--- src/hw/pin_irq_pkg.sv ---
package pin_irq_pkg;

    // Register offsets on the special function register bus
    localparam logic [7:0] OFS_PIN_IRQ_CONTROL = 8'hE9;
    localparam logic [7:0] OFS_FALLING_LOW_EN = 8'hEA;
    localparam logic [7:0] OFS_RISING_HIGH_EN = 8'hEB;
    localparam logic [7:0] OFS_PIN_EVENT_FLAGS = 8'hEC;
    localparam logic [7:0] OFS_EXT_PRIO_LOW = 8'hEF;
    localparam logic [7:0] OFS_EXT_PRIO_HIGH = 8'hF7;
    localparam logic [7:0] OFS_IRQ_STATUS = 8'hF8;
    localparam logic [7:0] OFS_IRQ_MASK = 8'hF9;

    // Values after reset
    localparam logic [7:0] RST_BYTE = 8'h00;
    localparam logic [1:0] RST_PORT_SEL = 2'h0;

    // Control register field positions
    localparam int CTL_TYPE_67 = 7;
    localparam int CTL_TYPE_45 = 6;
    localparam int CTL_TYPE_3 = 5;
    localparam int CTL_TYPE_0 = 2;
    localparam int CTL_PSEL_LSB = 0;
    localparam int CTL_PSEL_MSB = 1;

    // Trigger type encoding
    localparam logic TYPE_LEVEL = 1'b0;
    localparam logic TYPE_EDGE = 1'b1;

    // Extended source positions in the priority registers
    localparam int SRC_TWOWIRE = 0;
    localparam int SRC_PIN_IRQ = 1;
    localparam int SRC_CAPTURE = 2;
    localparam int SRC_PULSE_WIDTH = 3;
    localparam int SRC_WATCHDOG = 4;
    localparam int SRC_FAULT_BRAKE = 5;
    localparam int SRC_SERIAL_PERIPH = 6;
    localparam int SRC_TIMER_TWO = 7;

    // Depth of the pin synchroniser
    localparam int SYNC_STAGES = 2;

    // One bus request
    typedef struct packed {
        logic [7:0] addr;
        logic [7:0] wdata;
        logic wr;
        logic rd;
    } bus_req_t;

    // Four ports of eight pins
    typedef logic [3:0][7:0] port_pins_t;

    // Priority level per extended source, {high bit, low bit}
    typedef logic [7:0][1:0] prio_levels_t;

endpackage

--- src/hw/pin_irq_flags.sv ---
// Behaviour
// - Edge mode sets a channel flag when an enabled edge is seen.
// - Level mode flag always equals the inverse of the channel input level.
// - Level-mode flags ignore writes; edge-mode flags are readable and writable.
// - Flag register holds channel n at bit n, eight channels, reset zero.
// - Priority-low bits: 7 timer two down to 0 two-wire bus.
// - Each extended source level combines its high and low priority bits.
// - Type select per channel or pair: 0 level, 1 edge.
// - Negative enable arms low level or falling edge per channel; the code uses it for falling edges only, and level flags ignore it.
// - Positive enable arms high level or rising edge per channel; the code uses it for rising edges only, and level flags ignore it.
// - Two-bit port select picks port 0 to 3 for the channels.
//
// The strobed register port was left to the implementer.
`timescale 1ns/1ps
`default_nettype none

module pin_irq_flags (
    input wire logic ref_clk,
    input wire logic resetn,
    input wire pin_irq_pkg::port_pins_t port_pins,
    input wire pin_irq_pkg::bus_req_t reg_req,
    output logic [7:0] reg_rdata,
    output logic pin_irq_req,
    output pin_irq_pkg::prio_levels_t ext_prio_level,
    output logic irq
);
    import pin_irq_pkg::*;

    port_pins_t port_sync;
    logic [7:0] pin_irq_control_reg;
    logic [7:0] falling_low_enable_reg;
    logic [7:0] rising_high_enable_reg;
    logic [7:0] pin_event_flags_reg;
    logic [7:0] pin_event_flags_next;
    logic [7:0] ext_irq_priority_low_reg;
    logic [7:0] ext_irq_priority_high_reg;
    logic [7:0] irq_status_reg;
    logic [7:0] irq_mask_reg;
    logic [7:0] chan_cur_reg;
    logic [7:0] chan_prev_reg;
    logic [7:0] chan_now;
    logic [7:0] edge_mask;
    logic [7:0] rise_seen;
    logic [7:0] fall_seen;
    logic [7:0] edge_set;
    logic [7:0] flag_rise;
    logic [7:0] rdata_reg;
    logic irq_reg;
    logic pin_irq_reg;
    logic started_reg;
    logic [1:0] port_group_select;
    logic wr_control;
    logic wr_flags;
    logic wr_status;

    // Channel trigger type from the control byte
    function automatic logic [7:0] trigger_type_select(input logic [7:0] ctl);
        trigger_type_select = {ctl[CTL_TYPE_67], ctl[CTL_TYPE_67],
                               ctl[CTL_TYPE_45], ctl[CTL_TYPE_45],
                               ctl[CTL_TYPE_3:CTL_TYPE_0]};
    endfunction

    // Write strobe decode for one offset
    function automatic logic write_hit(input bus_req_t req, input logic [7:0] ofs);
        write_hit = req.wr && (req.addr == ofs);
    endfunction

    // Pin synchroniser for all four ports
    pin_sync #(
        .WIDTH(32)
    ) u_pin_sync (
        .ref_clk(ref_clk),
        .resetn(resetn),
        .async_in(port_pins),
        .sync_out(port_sync)
    );

    assign port_group_select = pin_irq_control_reg[CTL_PSEL_MSB:CTL_PSEL_LSB];
    assign chan_now = port_sync[port_group_select];

    assign edge_mask = trigger_type_select(pin_irq_control_reg);

    // current and previous sample of the chosen channels
    always_ff @(posedge ref_clk or negedge resetn) begin
        if (!resetn) begin
            chan_cur_reg <= RST_BYTE;
            chan_prev_reg <= RST_BYTE;
        end else begin
            chan_cur_reg <= chan_now;
            chan_prev_reg <= chan_cur_reg;
        end
    end

    // rising edges armed by the positive enable
    assign rise_seen = chan_cur_reg & ~chan_prev_reg & rising_high_enable_reg;
    // falling edges armed by the negative enable
    assign fall_seen = ~chan_cur_reg & chan_prev_reg & falling_low_enable_reg;
    assign edge_set = (rise_seen | fall_seen) & edge_mask;

    assign wr_control = write_hit(reg_req, OFS_PIN_IRQ_CONTROL);
    assign wr_flags = write_hit(reg_req, OFS_PIN_EVENT_FLAGS);
    assign wr_status = write_hit(reg_req, OFS_IRQ_STATUS);

    // Flag next value per channel
    always_comb begin
        for (int n = 0; n < 8; n++) begin
            if (edge_mask[n] == TYPE_EDGE) begin
                // set wins over a software write
                if (edge_set[n]) begin
                    pin_event_flags_next[n] = 1'b1;
                // software clears or writes the edge flag
                end else if (wr_flags) begin
                    pin_event_flags_next[n] = reg_req.wdata[n];
                end else begin
                    pin_event_flags_next[n] = pin_event_flags_reg[n];
                end
            end else begin
                // level flag follows the inverted input
                pin_event_flags_next[n] = ~chan_cur_reg[n];
            end
        end
    end

    // flag register, channel n at bit n
    always_ff @(posedge ref_clk or negedge resetn) begin
        if (!resetn) begin
            pin_event_flags_reg <= RST_BYTE;
        end else begin
            pin_event_flags_reg <= pin_event_flags_next;
        end
    end

    // Control and polarity enable registers
    always_ff @(posedge ref_clk or negedge resetn) begin
        if (!resetn) begin
            pin_irq_control_reg <= {RST_BYTE[7:2], RST_PORT_SEL};
            falling_low_enable_reg <= RST_BYTE;
            rising_high_enable_reg <= RST_BYTE;
        end else begin
            if (wr_control) begin
                pin_irq_control_reg <= reg_req.wdata;
            end
            if (write_hit(reg_req, OFS_FALLING_LOW_EN)) begin
                falling_low_enable_reg <= reg_req.wdata;
            end
            if (write_hit(reg_req, OFS_RISING_HIGH_EN)) begin
                rising_high_enable_reg <= reg_req.wdata;
            end
        end
    end

    // priority low and high bits per extended source
    always_ff @(posedge ref_clk or negedge resetn) begin
        if (!resetn) begin
            ext_irq_priority_low_reg <= RST_BYTE;
            ext_irq_priority_high_reg <= RST_BYTE;
        end else begin
            if (write_hit(reg_req, OFS_EXT_PRIO_LOW)) begin
                ext_irq_priority_low_reg <= reg_req.wdata;
            end
            if (write_hit(reg_req, OFS_EXT_PRIO_HIGH)) begin
                ext_irq_priority_high_reg <= reg_req.wdata;
            end
        end
    end

    // level is {high bit, low bit} of each source
    always_comb begin
        for (int s = 0; s < 8; s++) begin
            ext_prio_level[s] = {ext_irq_priority_high_reg[s], ext_irq_priority_low_reg[s]};
        end
    end

    // Flag rising into one, the interrupt status event
    assign flag_rise = pin_event_flags_next & ~pin_event_flags_reg;

    // Sticky status, write one to clear, new event wins
    always_ff @(posedge ref_clk or negedge resetn) begin
        if (!resetn) begin
            irq_status_reg <= RST_BYTE;
        end else if (wr_status) begin
            irq_status_reg <= (irq_status_reg & ~reg_req.wdata) | flag_rise;
        end else begin
            irq_status_reg <= irq_status_reg | flag_rise;
        end
    end

    // Interrupt mask
    always_ff @(posedge ref_clk or negedge resetn) begin
        if (!resetn) begin
            irq_mask_reg <= RST_BYTE;
        end else if (write_hit(reg_req, OFS_IRQ_MASK)) begin
            irq_mask_reg <= reg_req.wdata;
        end
    end

    // Interrupt outputs
    always_ff @(posedge ref_clk or negedge resetn) begin
        if (!resetn) begin
            irq_reg <= 1'b0;
            pin_irq_reg <= 1'b0;
        end else begin
            irq_reg <= |(irq_status_reg & irq_mask_reg);
            pin_irq_reg <= |pin_event_flags_reg;
        end
    end

    assign irq = irq_reg;
    assign pin_irq_req = pin_irq_reg;

    // read back; flags show hardware state in both modes
    always_ff @(posedge ref_clk or negedge resetn) begin
        if (!resetn) begin
            rdata_reg <= RST_BYTE;
        end else if (reg_req.rd) begin
            case (reg_req.addr)
                OFS_PIN_IRQ_CONTROL: rdata_reg <= pin_irq_control_reg;
                OFS_FALLING_LOW_EN: rdata_reg <= falling_low_enable_reg;
                OFS_RISING_HIGH_EN: rdata_reg <= rising_high_enable_reg;
                OFS_PIN_EVENT_FLAGS: rdata_reg <= pin_event_flags_reg;
                OFS_EXT_PRIO_LOW: rdata_reg <= ext_irq_priority_low_reg;
                OFS_EXT_PRIO_HIGH: rdata_reg <= ext_irq_priority_high_reg;
                OFS_IRQ_STATUS: rdata_reg <= irq_status_reg;
                OFS_IRQ_MASK: rdata_reg <= irq_mask_reg;
                default: rdata_reg <= RST_BYTE;
            endcase
        end else begin
            rdata_reg <= RST_BYTE;
        end
    end

    assign reg_rdata = rdata_reg;

    // Marks that one full cycle out of reset has passed
    always_ff @(posedge ref_clk or negedge resetn) begin
        if (!resetn) begin
            started_reg <= 1'b0;
        end else begin
            started_reg <= 1'b1;
        end
    end
endmodule

`default_nettype wire

--- src/hw/pin_sync.sv ---
`timescale 1ns/1ps
`default_nettype none

module pin_sync #(
    parameter int WIDTH = 32
) (
    input wire logic ref_clk,
    input wire logic resetn,
    input wire logic [WIDTH-1:0] async_in,
    output logic [WIDTH-1:0] sync_out
);

    logic [WIDTH-1:0] meta_reg;

    // Two-stage synchroniser, first stage read only by the second
    always_ff @(posedge ref_clk or negedge resetn) begin
        if (!resetn) begin
            meta_reg <= '0;
            sync_out <= '0;
        end else begin
            meta_reg <= async_in;
            sync_out <= meta_reg;
        end
    end

endmodule

`default_nettype wire
--- config.mk ---
export PLATFORM = sky130hd
export DESIGN_NAME = pin_irq_flags
export DESIGN_NICKNAME = d
export VERILOG_FILES = /design/src/hw/pin_irq_pkg.sv /design/src/hw/pin_irq_flags.sv /design/src/hw/pin_sync.sv
export SDC_FILE = /design/constraint.sdc
export NUM_CORES = 1
export LEC_CHECK = 0
export BUFFER_PORTS_ARGS = -buffer_cell sky130_fd_sc_hd__buf_2
export CAP_MARGIN = 10
export CORE_MARGIN = 5
export CORE_UTILIZATION = 40
export CTS_CLUSTER_DIAMETER = 120
export DETAILED_ROUTE_END_ITERATION = 6
export GPL_TIMING_DRIVEN = 0
export PLACE_DENSITY = 0.63
export SLEW_MARGIN = 20
export SYNTH_ARGS = -nofsm -noshare
export SYNTH_HDL_FRONTEND = slang
export SYNTH_SLANG_ARGS = --single-unit
export TNS_END_PERCENT = 30
--- constraint.sdc ---
create_clock -name ref_clk -period 1.37 [get_ports ref_clk]
set_input_delay 0.2055 -clock ref_clk [delete_from_list [all_inputs] [get_ports ref_clk]]
set_output_delay 0.2055 -clock ref_clk [all_outputs]
set_load 0.05 [all_outputs]
==> metrics.md, run 1 <==
| Metric | Value |
|---|---|
| Design Power | 0.0109 W |
| WP data arrival | 1.73 ns |
| Buf/Inv on CP | 3 |
| Initial Utilization | ~41% |
| Antenna violations before repair | 1 |
| Placed Area | roughly 0.0068 mm2 |
| Sink Count | about 150 |
| Setup-failing EPs final | 4 |
| Crit Path Category | in -> reg |
| Total gr overflow | 0 |
| Gpl congestion | between 0.8 and 0.9 |
| DR pass1 iterations | 4 |
| Mean area per synthesized cell | 14.3 um2 |
| Die Area | 0.0179 mm2 |
| H-tree levels | 4 |
| Critical Path End Type | flop |
| Hold WC Path Type | in -> reg |
| Skew-Pair Late Insertion Delay | between 0.4 and 0.5 ns |
| DR vias/cell | 5.36 |
| Final hold vios | 0 |
| Chip width | approximately 130 um |
| Number of synthesized flops with an enable pin | 0 |
| Antenna viol nets, final | 0 |
| FMAX | around 720 MHz |
| Worst-path maximum fanout | 10 |
| Die Ht | 134 um |
| R2r startpoint | ext_irq_priority_high_reg[2] |
| Num CTS Buffers | 17 |
| Root Buffer | clkbuf_16 |
| Cell family with most CP delay | compound AO/OA/AOI/OAI gates |
| Violated checks | negative setup slack |
| Vias in the first global route | 4357 |
| Post-DP HPWL | 9920 um |
| I/O pin count | 78 |
| Total GRT Usage | approximately 17% |
| Antenna cell count | 0 |
| CP required | 1.71 ns |
| Bufs on Longest Clock Path | 2 |
| Via count | just over 4000 |
| Site Rows | 45 |
| Clock transition at path regs | 0.06 ns |
| Relative slew slack | 53.9% |
| Final worst slack | -0.0249 ns |
| DR WL/cell | about 19 um |
| Final nets | 624 |
| Slowest cell on crit path | a21oi_2 |
| Largest stage delay on the critical path | between 0.3 and 0.4 ns |
| Slew @ Worst Pin | 0.687 ns |
| #FFs+latches synth | 154 |
| Max-cap violations | 0 |
| CP startpoint kind | input port |
| Peak VDD IR | 0.775 mV |
| Post-route cell area | around 0.008 mm2 |
| # port buffers | 77 |
| Core region area | 0.0151 mm2 |
| Pleak | 3.59 nW |
| Max Slew Vio Count | 0 |
| Synth cell types | 60 |
| Synthesized netlist cell count | 430 |
| Syn_nets | 482 |
| Ys async rst share | 100% |
| TritonCTS clock tree | done |
| First-pass GRT wire length | 23800 um |
| DR iter-0 viols | 374 |
| Main synth FF type | dfrtp_1 |
| R2R Setup Slk | 0.09 ns |
| Critical-path cell list | buf_2, buf_4, buf_6, nor4b_1, o21ai_1, a21oi_2, o41a_1 |
| Post-Syn Area | between 0.006 and 0.007 mm2 |
| Synth warn | 0 |
| RSZ-0062 raised after global routing | true |
| Area grow syn2layout | 28.4% |
| Pwr per Cell Area | roughly 1400 mW/mm2 |
| Post-synthesis sequential area ratio | 62.9% |
| Drt total wl | 14800 um |
| Largest net degree at the start of global routing | 95 |
| Layout cells sized above 1 | 36.8% |
| Outcome | finished, violations left |
| Critical path origin | reg_req[11] |
| Post-route DRC | 0 |
| Post-route clock skew | 0.00609 ns |
| Setup TNS | -0.0719 ns |
| Minimum clock period | around 1.4 ns |
| Fin crit share | 102% |
| Hold Path Origin | reg_req[4] |
-- kinds of logic (layout without fill, tap and decap cells) --
family | count (synthesis) | count (layout) | share of synthesized area, %
AOI/OAI and AO/OA | 84 | 84 | 10.2
xor gates and xnor gates | 1 | 1 | 0.143
buffers and inverters | 19 | 173 | 1.92
DFF | 154 | 154 | 62.9
muxes | 66 | 66 | 13.4
and+or+nand+nor | 106 | 106 | 11.5
-- layout make-up --
class,count,area [um2]
plain buffers,14,106
clock buffers,24,482
clock inverters,7,139
fillers,1281,7220
inverters,4,16.3
multi-input cells,257,2180
flip-flops and latches,154,3850
well taps,188,235
repair buffers,124,863
-- through the flow --
step           std cells  utilization (%)  hold WS, ns  setup WS (ns)
2_1_floorplan        430                -      -0.0901        -0.0533
3_3_place_gp         695             44.8        0.313          -1.99
3_5_place_dp         696             45.0        0.173         -0.630
4_1_cts              766             51.8        0.117         -0.136
5_1_grt              772             52.2        0.135        -0.0511
6_report             772             52.2        0.131        -0.0249
-- what timing repair did --
action,CTS,global route
hold buffers,33,0
hold endpoints to repair,92,0
buffers inserted,6,7
gates resized for setup,4,3
setup endpoints to repair,58,53
pin swaps,3,7
-- Yosys cell counts (all sizes together) (3+ instances only) --
| library cell | n | area [um2] |
|---|---|---|
| a211oi | 7 | 52.6 |
| a21bo | 8 | 80.1 |
| a21oi | 19 | 98.9 |
| a221oi | 3 | 26.3 |
| a22oi | 15 | 118 |
| a32oi | 3 | 26.3 |
| buf | 14 | 98.8 |
| dfrtp | 154 | 3850 |
| inv | 3 | 11.3 |
| mux2 | 47 | 529 |
| mux2i | 11 | 110 |
| mux4 | 8 | 180 |
| nand2 | 32 | 123 |
| nand3 | 7 | 55.1 |
| nand3b | 3 | 22.5 |
| nand4 | 3 | 33.8 |
| nor2 | 19 | 71.3 |
| nor2b | 11 | 68.8 |
| nor3 | 6 | 52.6 |
| nor4 | 8 | 110 |
| o21ai | 3 | 15.0 |
| o22ai | 3 | 18.8 |
| o31a | 4 | 35.0 |
| o31ai | 8 | 60.1 |
-- power breakdown --
part / internal, W / leakage (nW) / total [W] / switching, W
sequential: 0.00483 / 1.89 / 0.00503 / 0.000201
clock: 0.00318 / 0.304 / 0.00486 / 0.00168
combinational: 0.000406 / 1.39 / 0.000964 / 0.000558
total: 0.00842 / 3.59 / 0.0109 / 0.00243
-- worst min-delay path: stages --
cell and delay (ns):
buf_2 0.16, nand2_1 0.06, o21ai_0 0.07
-- final timing paths --
path	cells past startpoint	end
max	7	reg_rdata[2]
max in group asynchronous	3	irq_mask_reg[7]
min reg2reg	0	u_pin_sync.sync_out[7]
max reg2reg	3	reg_rdata[2]
min	3	pin_irq_control_reg[2]
min in group asynchronous	2	falling_low_enable_reg[1]
-- routing by layer --
layer,track usage [%],part of all wire [%],vias up,routed length [um]
met2,27.1,49,135,7170
met3,4.91,5.8,33,854
met1,23.1,43,2090,6350
met4,7.43,2.7,2,400
met5,0,0.047,-,7
li1,-,-,1877,-
-- cell usage in the layout (no fill, tap or decap), types with 3 or more instances in the layout --
cell	count
a221oi_1	3
a32oi_1	3
o31a_1	4
nor4_1	4
clkbuf_1	4
inv_1	3
nor2b_1	11
nand3_2	3
mux4_2	8
mux2_2	45
clkbuf_8	3
a21bo_2	8
dfrtp_1	154
buf_4	15
nand3b_1	3
nor3_1	4
nand3_1	3
nand2_1	31
nor4_4	4
clkinv_2	3
buf_6	3
clkbuf_16	17
a21oi_1	17
mux2i_1	11
buf_2	83
o31ai_1	8
a211oi_1	7
dlygate4sd3_1	33
a22oi_1	14
nor2_1	19
o22ai_1	3
bufinv_16	4
Power figures use the tool's default switching activity.
==> inputs of run 2 (changes only) <==
CELL_PAD_IN_SITES_DETAIL_PLACEMENT = 0   (was default)
CELL_PAD_IN_SITES_GLOBAL_PLACEMENT = 2   (was default)
PLACE_DENSITY = 0.82   (was 0.63)
clock period = 1.7 ns   (was 1.37 ns; I/O delays follow)
==> metrics.md, run 2 (same netlist as run 1, synthesis figures left out) <==
| Metric | Value |
|---|---|
| Fillers | 1347 (+5.2%) |
| # port buffers | 77 (unchanged) |
| Minimum clock period | 1.66 ns |
| Initial Utilization | 40.6% (unchanged) |
| R2R Setup Slk | 0.29 ns (+0.20 ns) |
| Drt total wl | 14700 um (-0.62%) |
| Root Buffer | clkbuf_16 |
| Final hold vios | 0 (unchanged) |
| Skew-Pair Late Insertion Delay | 0.42 ns (about the same) |
| Core region area | 0.0151 mm2 (unchanged) |
| CP required | 2.00 ns (+0.29 ns) |
| Slew @ Worst Pin | 0.923 ns (+0.236 ns) |
| Sequential Area | 0.00385 mm2 (unchanged) |
| FMAX | about 600 MHz |
| Hold WC Path Type | in -> reg |
| Num CTS Buffers | 17 (unchanged) |
| DR WL/cell | 19.3 um (+0.81%) |
| Post-route DRC | 0 (unchanged) |
| Critical Path End Type | flop |
| Worst-path maximum fanout | 10 (unchanged) |
| Sink Count | 154 (unchanged) |
| R2r startpoint | pin_irq_control_reg[1] |
| Post-DP HPWL | 9990 um (+0.67%) |
| Antenna viol nets, final | 0 (unchanged) |
| Crit Path Category | in -> reg |
| Largest net degree at the start of global routing | 89 (-6.3%) |
| Worst hold path depth | 3 (unchanged) |
| R2R Path End | chan_cur_reg[5] |
| Die Area | 0.0179 mm2 (unchanged) |
| Fin crit share | 97.7% |
| Pleak | 3.49 nW (-2.8%) |
| TritonCTS clock tree | done |
| Hold Path Origin | reg_req[4] |
| RSZ-0062 raised after global routing | false |
| DR pass1 iterations | 4 (unchanged) |
| Most frequent cells in the layout | dfrtp_1, buf_2, mux2_2 |
| Via count | 4079 (-1.4%) |
| H-tree levels | 4 (unchanged) |
| Commonest non-fill, non-tap cell in the layout | dfrtp_1 |
| Depth of the most critical reg-to-reg path | 2 (-1) |
| Final core utilization | 51.2% (-0.96 points) |
| Peak VDD IR | 0.688 mV (-11%) |
| Placed Area | 0.00679 mm2 (-0.11%) |
| Bufs on Longest Clock Path | 2 (unchanged) |
| Outcome | completed |
| Max-cap violations | 0 (unchanged) |
| First-pass GRT wire length | 23500 um (-1.4%) |
| Worst Hold End | pin_irq_control_reg[2] |
| Post-route cell area | 0.00773 mm2 (-1.8%) |
| Relative slew slack | 38.0% (-16 points) |
| Post-route clock skew | 0.00839 ns (+0.00230 ns) |
| Pwr per Cell Area | 1120 mW/mm2 (-19%) |
| Gpl congestion | 0.882 (-0.12%) |
| Area grow syn2layout | 26.0% |
| Vias in the first global route | 4254 (-2.4%) |
| Multi-input gate area | 0.00216 mm2 (-0.81%) |
| Max Slew Vio Count | 0 (unchanged) |
| Antenna violations before repair | 0 (-1) |
| CP startpoint kind | input port |
| DR iter-0 viols | 308 (-18%) |
| WP data arrival | 1.96 ns (+0.23 ns) |
| I/O pin count | 78 (unchanged) |
| Layout cells sized above 1 | 35.3% (-1.6 points) |
| Final nets | 612 (-1.9%) |
| DR vias/cell | 5.36 (about the same) |
| Die Ht | 134 um (unchanged) |
| Antenna cell count | 0 (unchanged) |
| Total gr overflow | 0 (unchanged) |
| Site Rows | 45 (unchanged) |
| Clock transition at path regs | 0.06 ns (about the same) |
| Chip width | 134 um (unchanged) |
| Setup bufs post-CTS | 0 (-6) |
| Setup-failing EPs final | 0 (-4) |
| Total GRT Usage | 17.4% (-0.080 points) |
[run 2: what timing repair did]
item,4_1_cts,5_1_grt
gates resized for setup,0,0
endpoints found under the setup margin,0,1
endpoints found under the hold margin,98,0
hold buffers,33,0
[run 2: cell type report]
class / count / share of cell area [%]
clock buffer: 20 / 5.78
timing repair buffer: 111 / 9.75
clock inverter: 12 / 2.09
tap: 188 / 3.04
inverter: 4 / 0.194
sequential: 154 / 49.9
buffer: 15 / 1.33
multi-input combinational: 257 / 27.9
[run 2: stage by stage]
stage	total power [W]	TNS, ns	cells	hold slack [ns]	worst slack, ns
2_1_floorplan	0.00449	0	430	-0.0406	0.177
3_3_place_gp	0.00480	-284.51	695	0.332	-1.76
3_5_place_dp	0.00483	-17.10	696	0.243	-0.399
4_1_cts	0.00878	0	761	0.160	0.0528
5_1_grt	0.00903	0	761	0.186	0.0101
6_report	0.00867	0	761	0.169	0.0384
[run 2: worst max-delay path, stage by stage]
cell	delay, ns
buf_2	0.10
buf_4	0.19
and2_4	0.21
nand2_1	0.09
nor4_4	0.69
mux2_2	0.42
[run 2: how the worst max path moves through the flow]
stage	from	to	slack [ns]
floorplan	reg_req[12]	falling_low_enable_reg[0]	0.18
CTS	reg_req[12]	rising_high_enable_reg[2]	0.05
finish	reg_req[11]	ext_irq_priority_low_reg[1]	0.04
global route	reg_req[10]	irq_status_reg[4]	0.01
detailed placement	reg_req[12]	rising_high_enable_reg[5]	-0.40
global placement	resetn	falling_low_enable_reg[6]	-1.76
[run 2: routing by layer]
metal,share of wire [%],up-vias,global-route usage [%]
li1,-,1870,-
met1,45,2072,23.1
met3,5.2,28,4.05
met4,2.5,0,8.11
met2,48,109,27.2
met5,0,-,0
[run 2: report_power, final]
part           total [W]  leakage, nW  switching, W  internal, W
Sequential       0.00405         1.89      0.000162      0.00389
Combinational   0.000765         1.31      0.000443     0.000322
Clock            0.00385        0.288       0.00149      0.00236
Total            0.00867         3.49       0.00209      0.00658
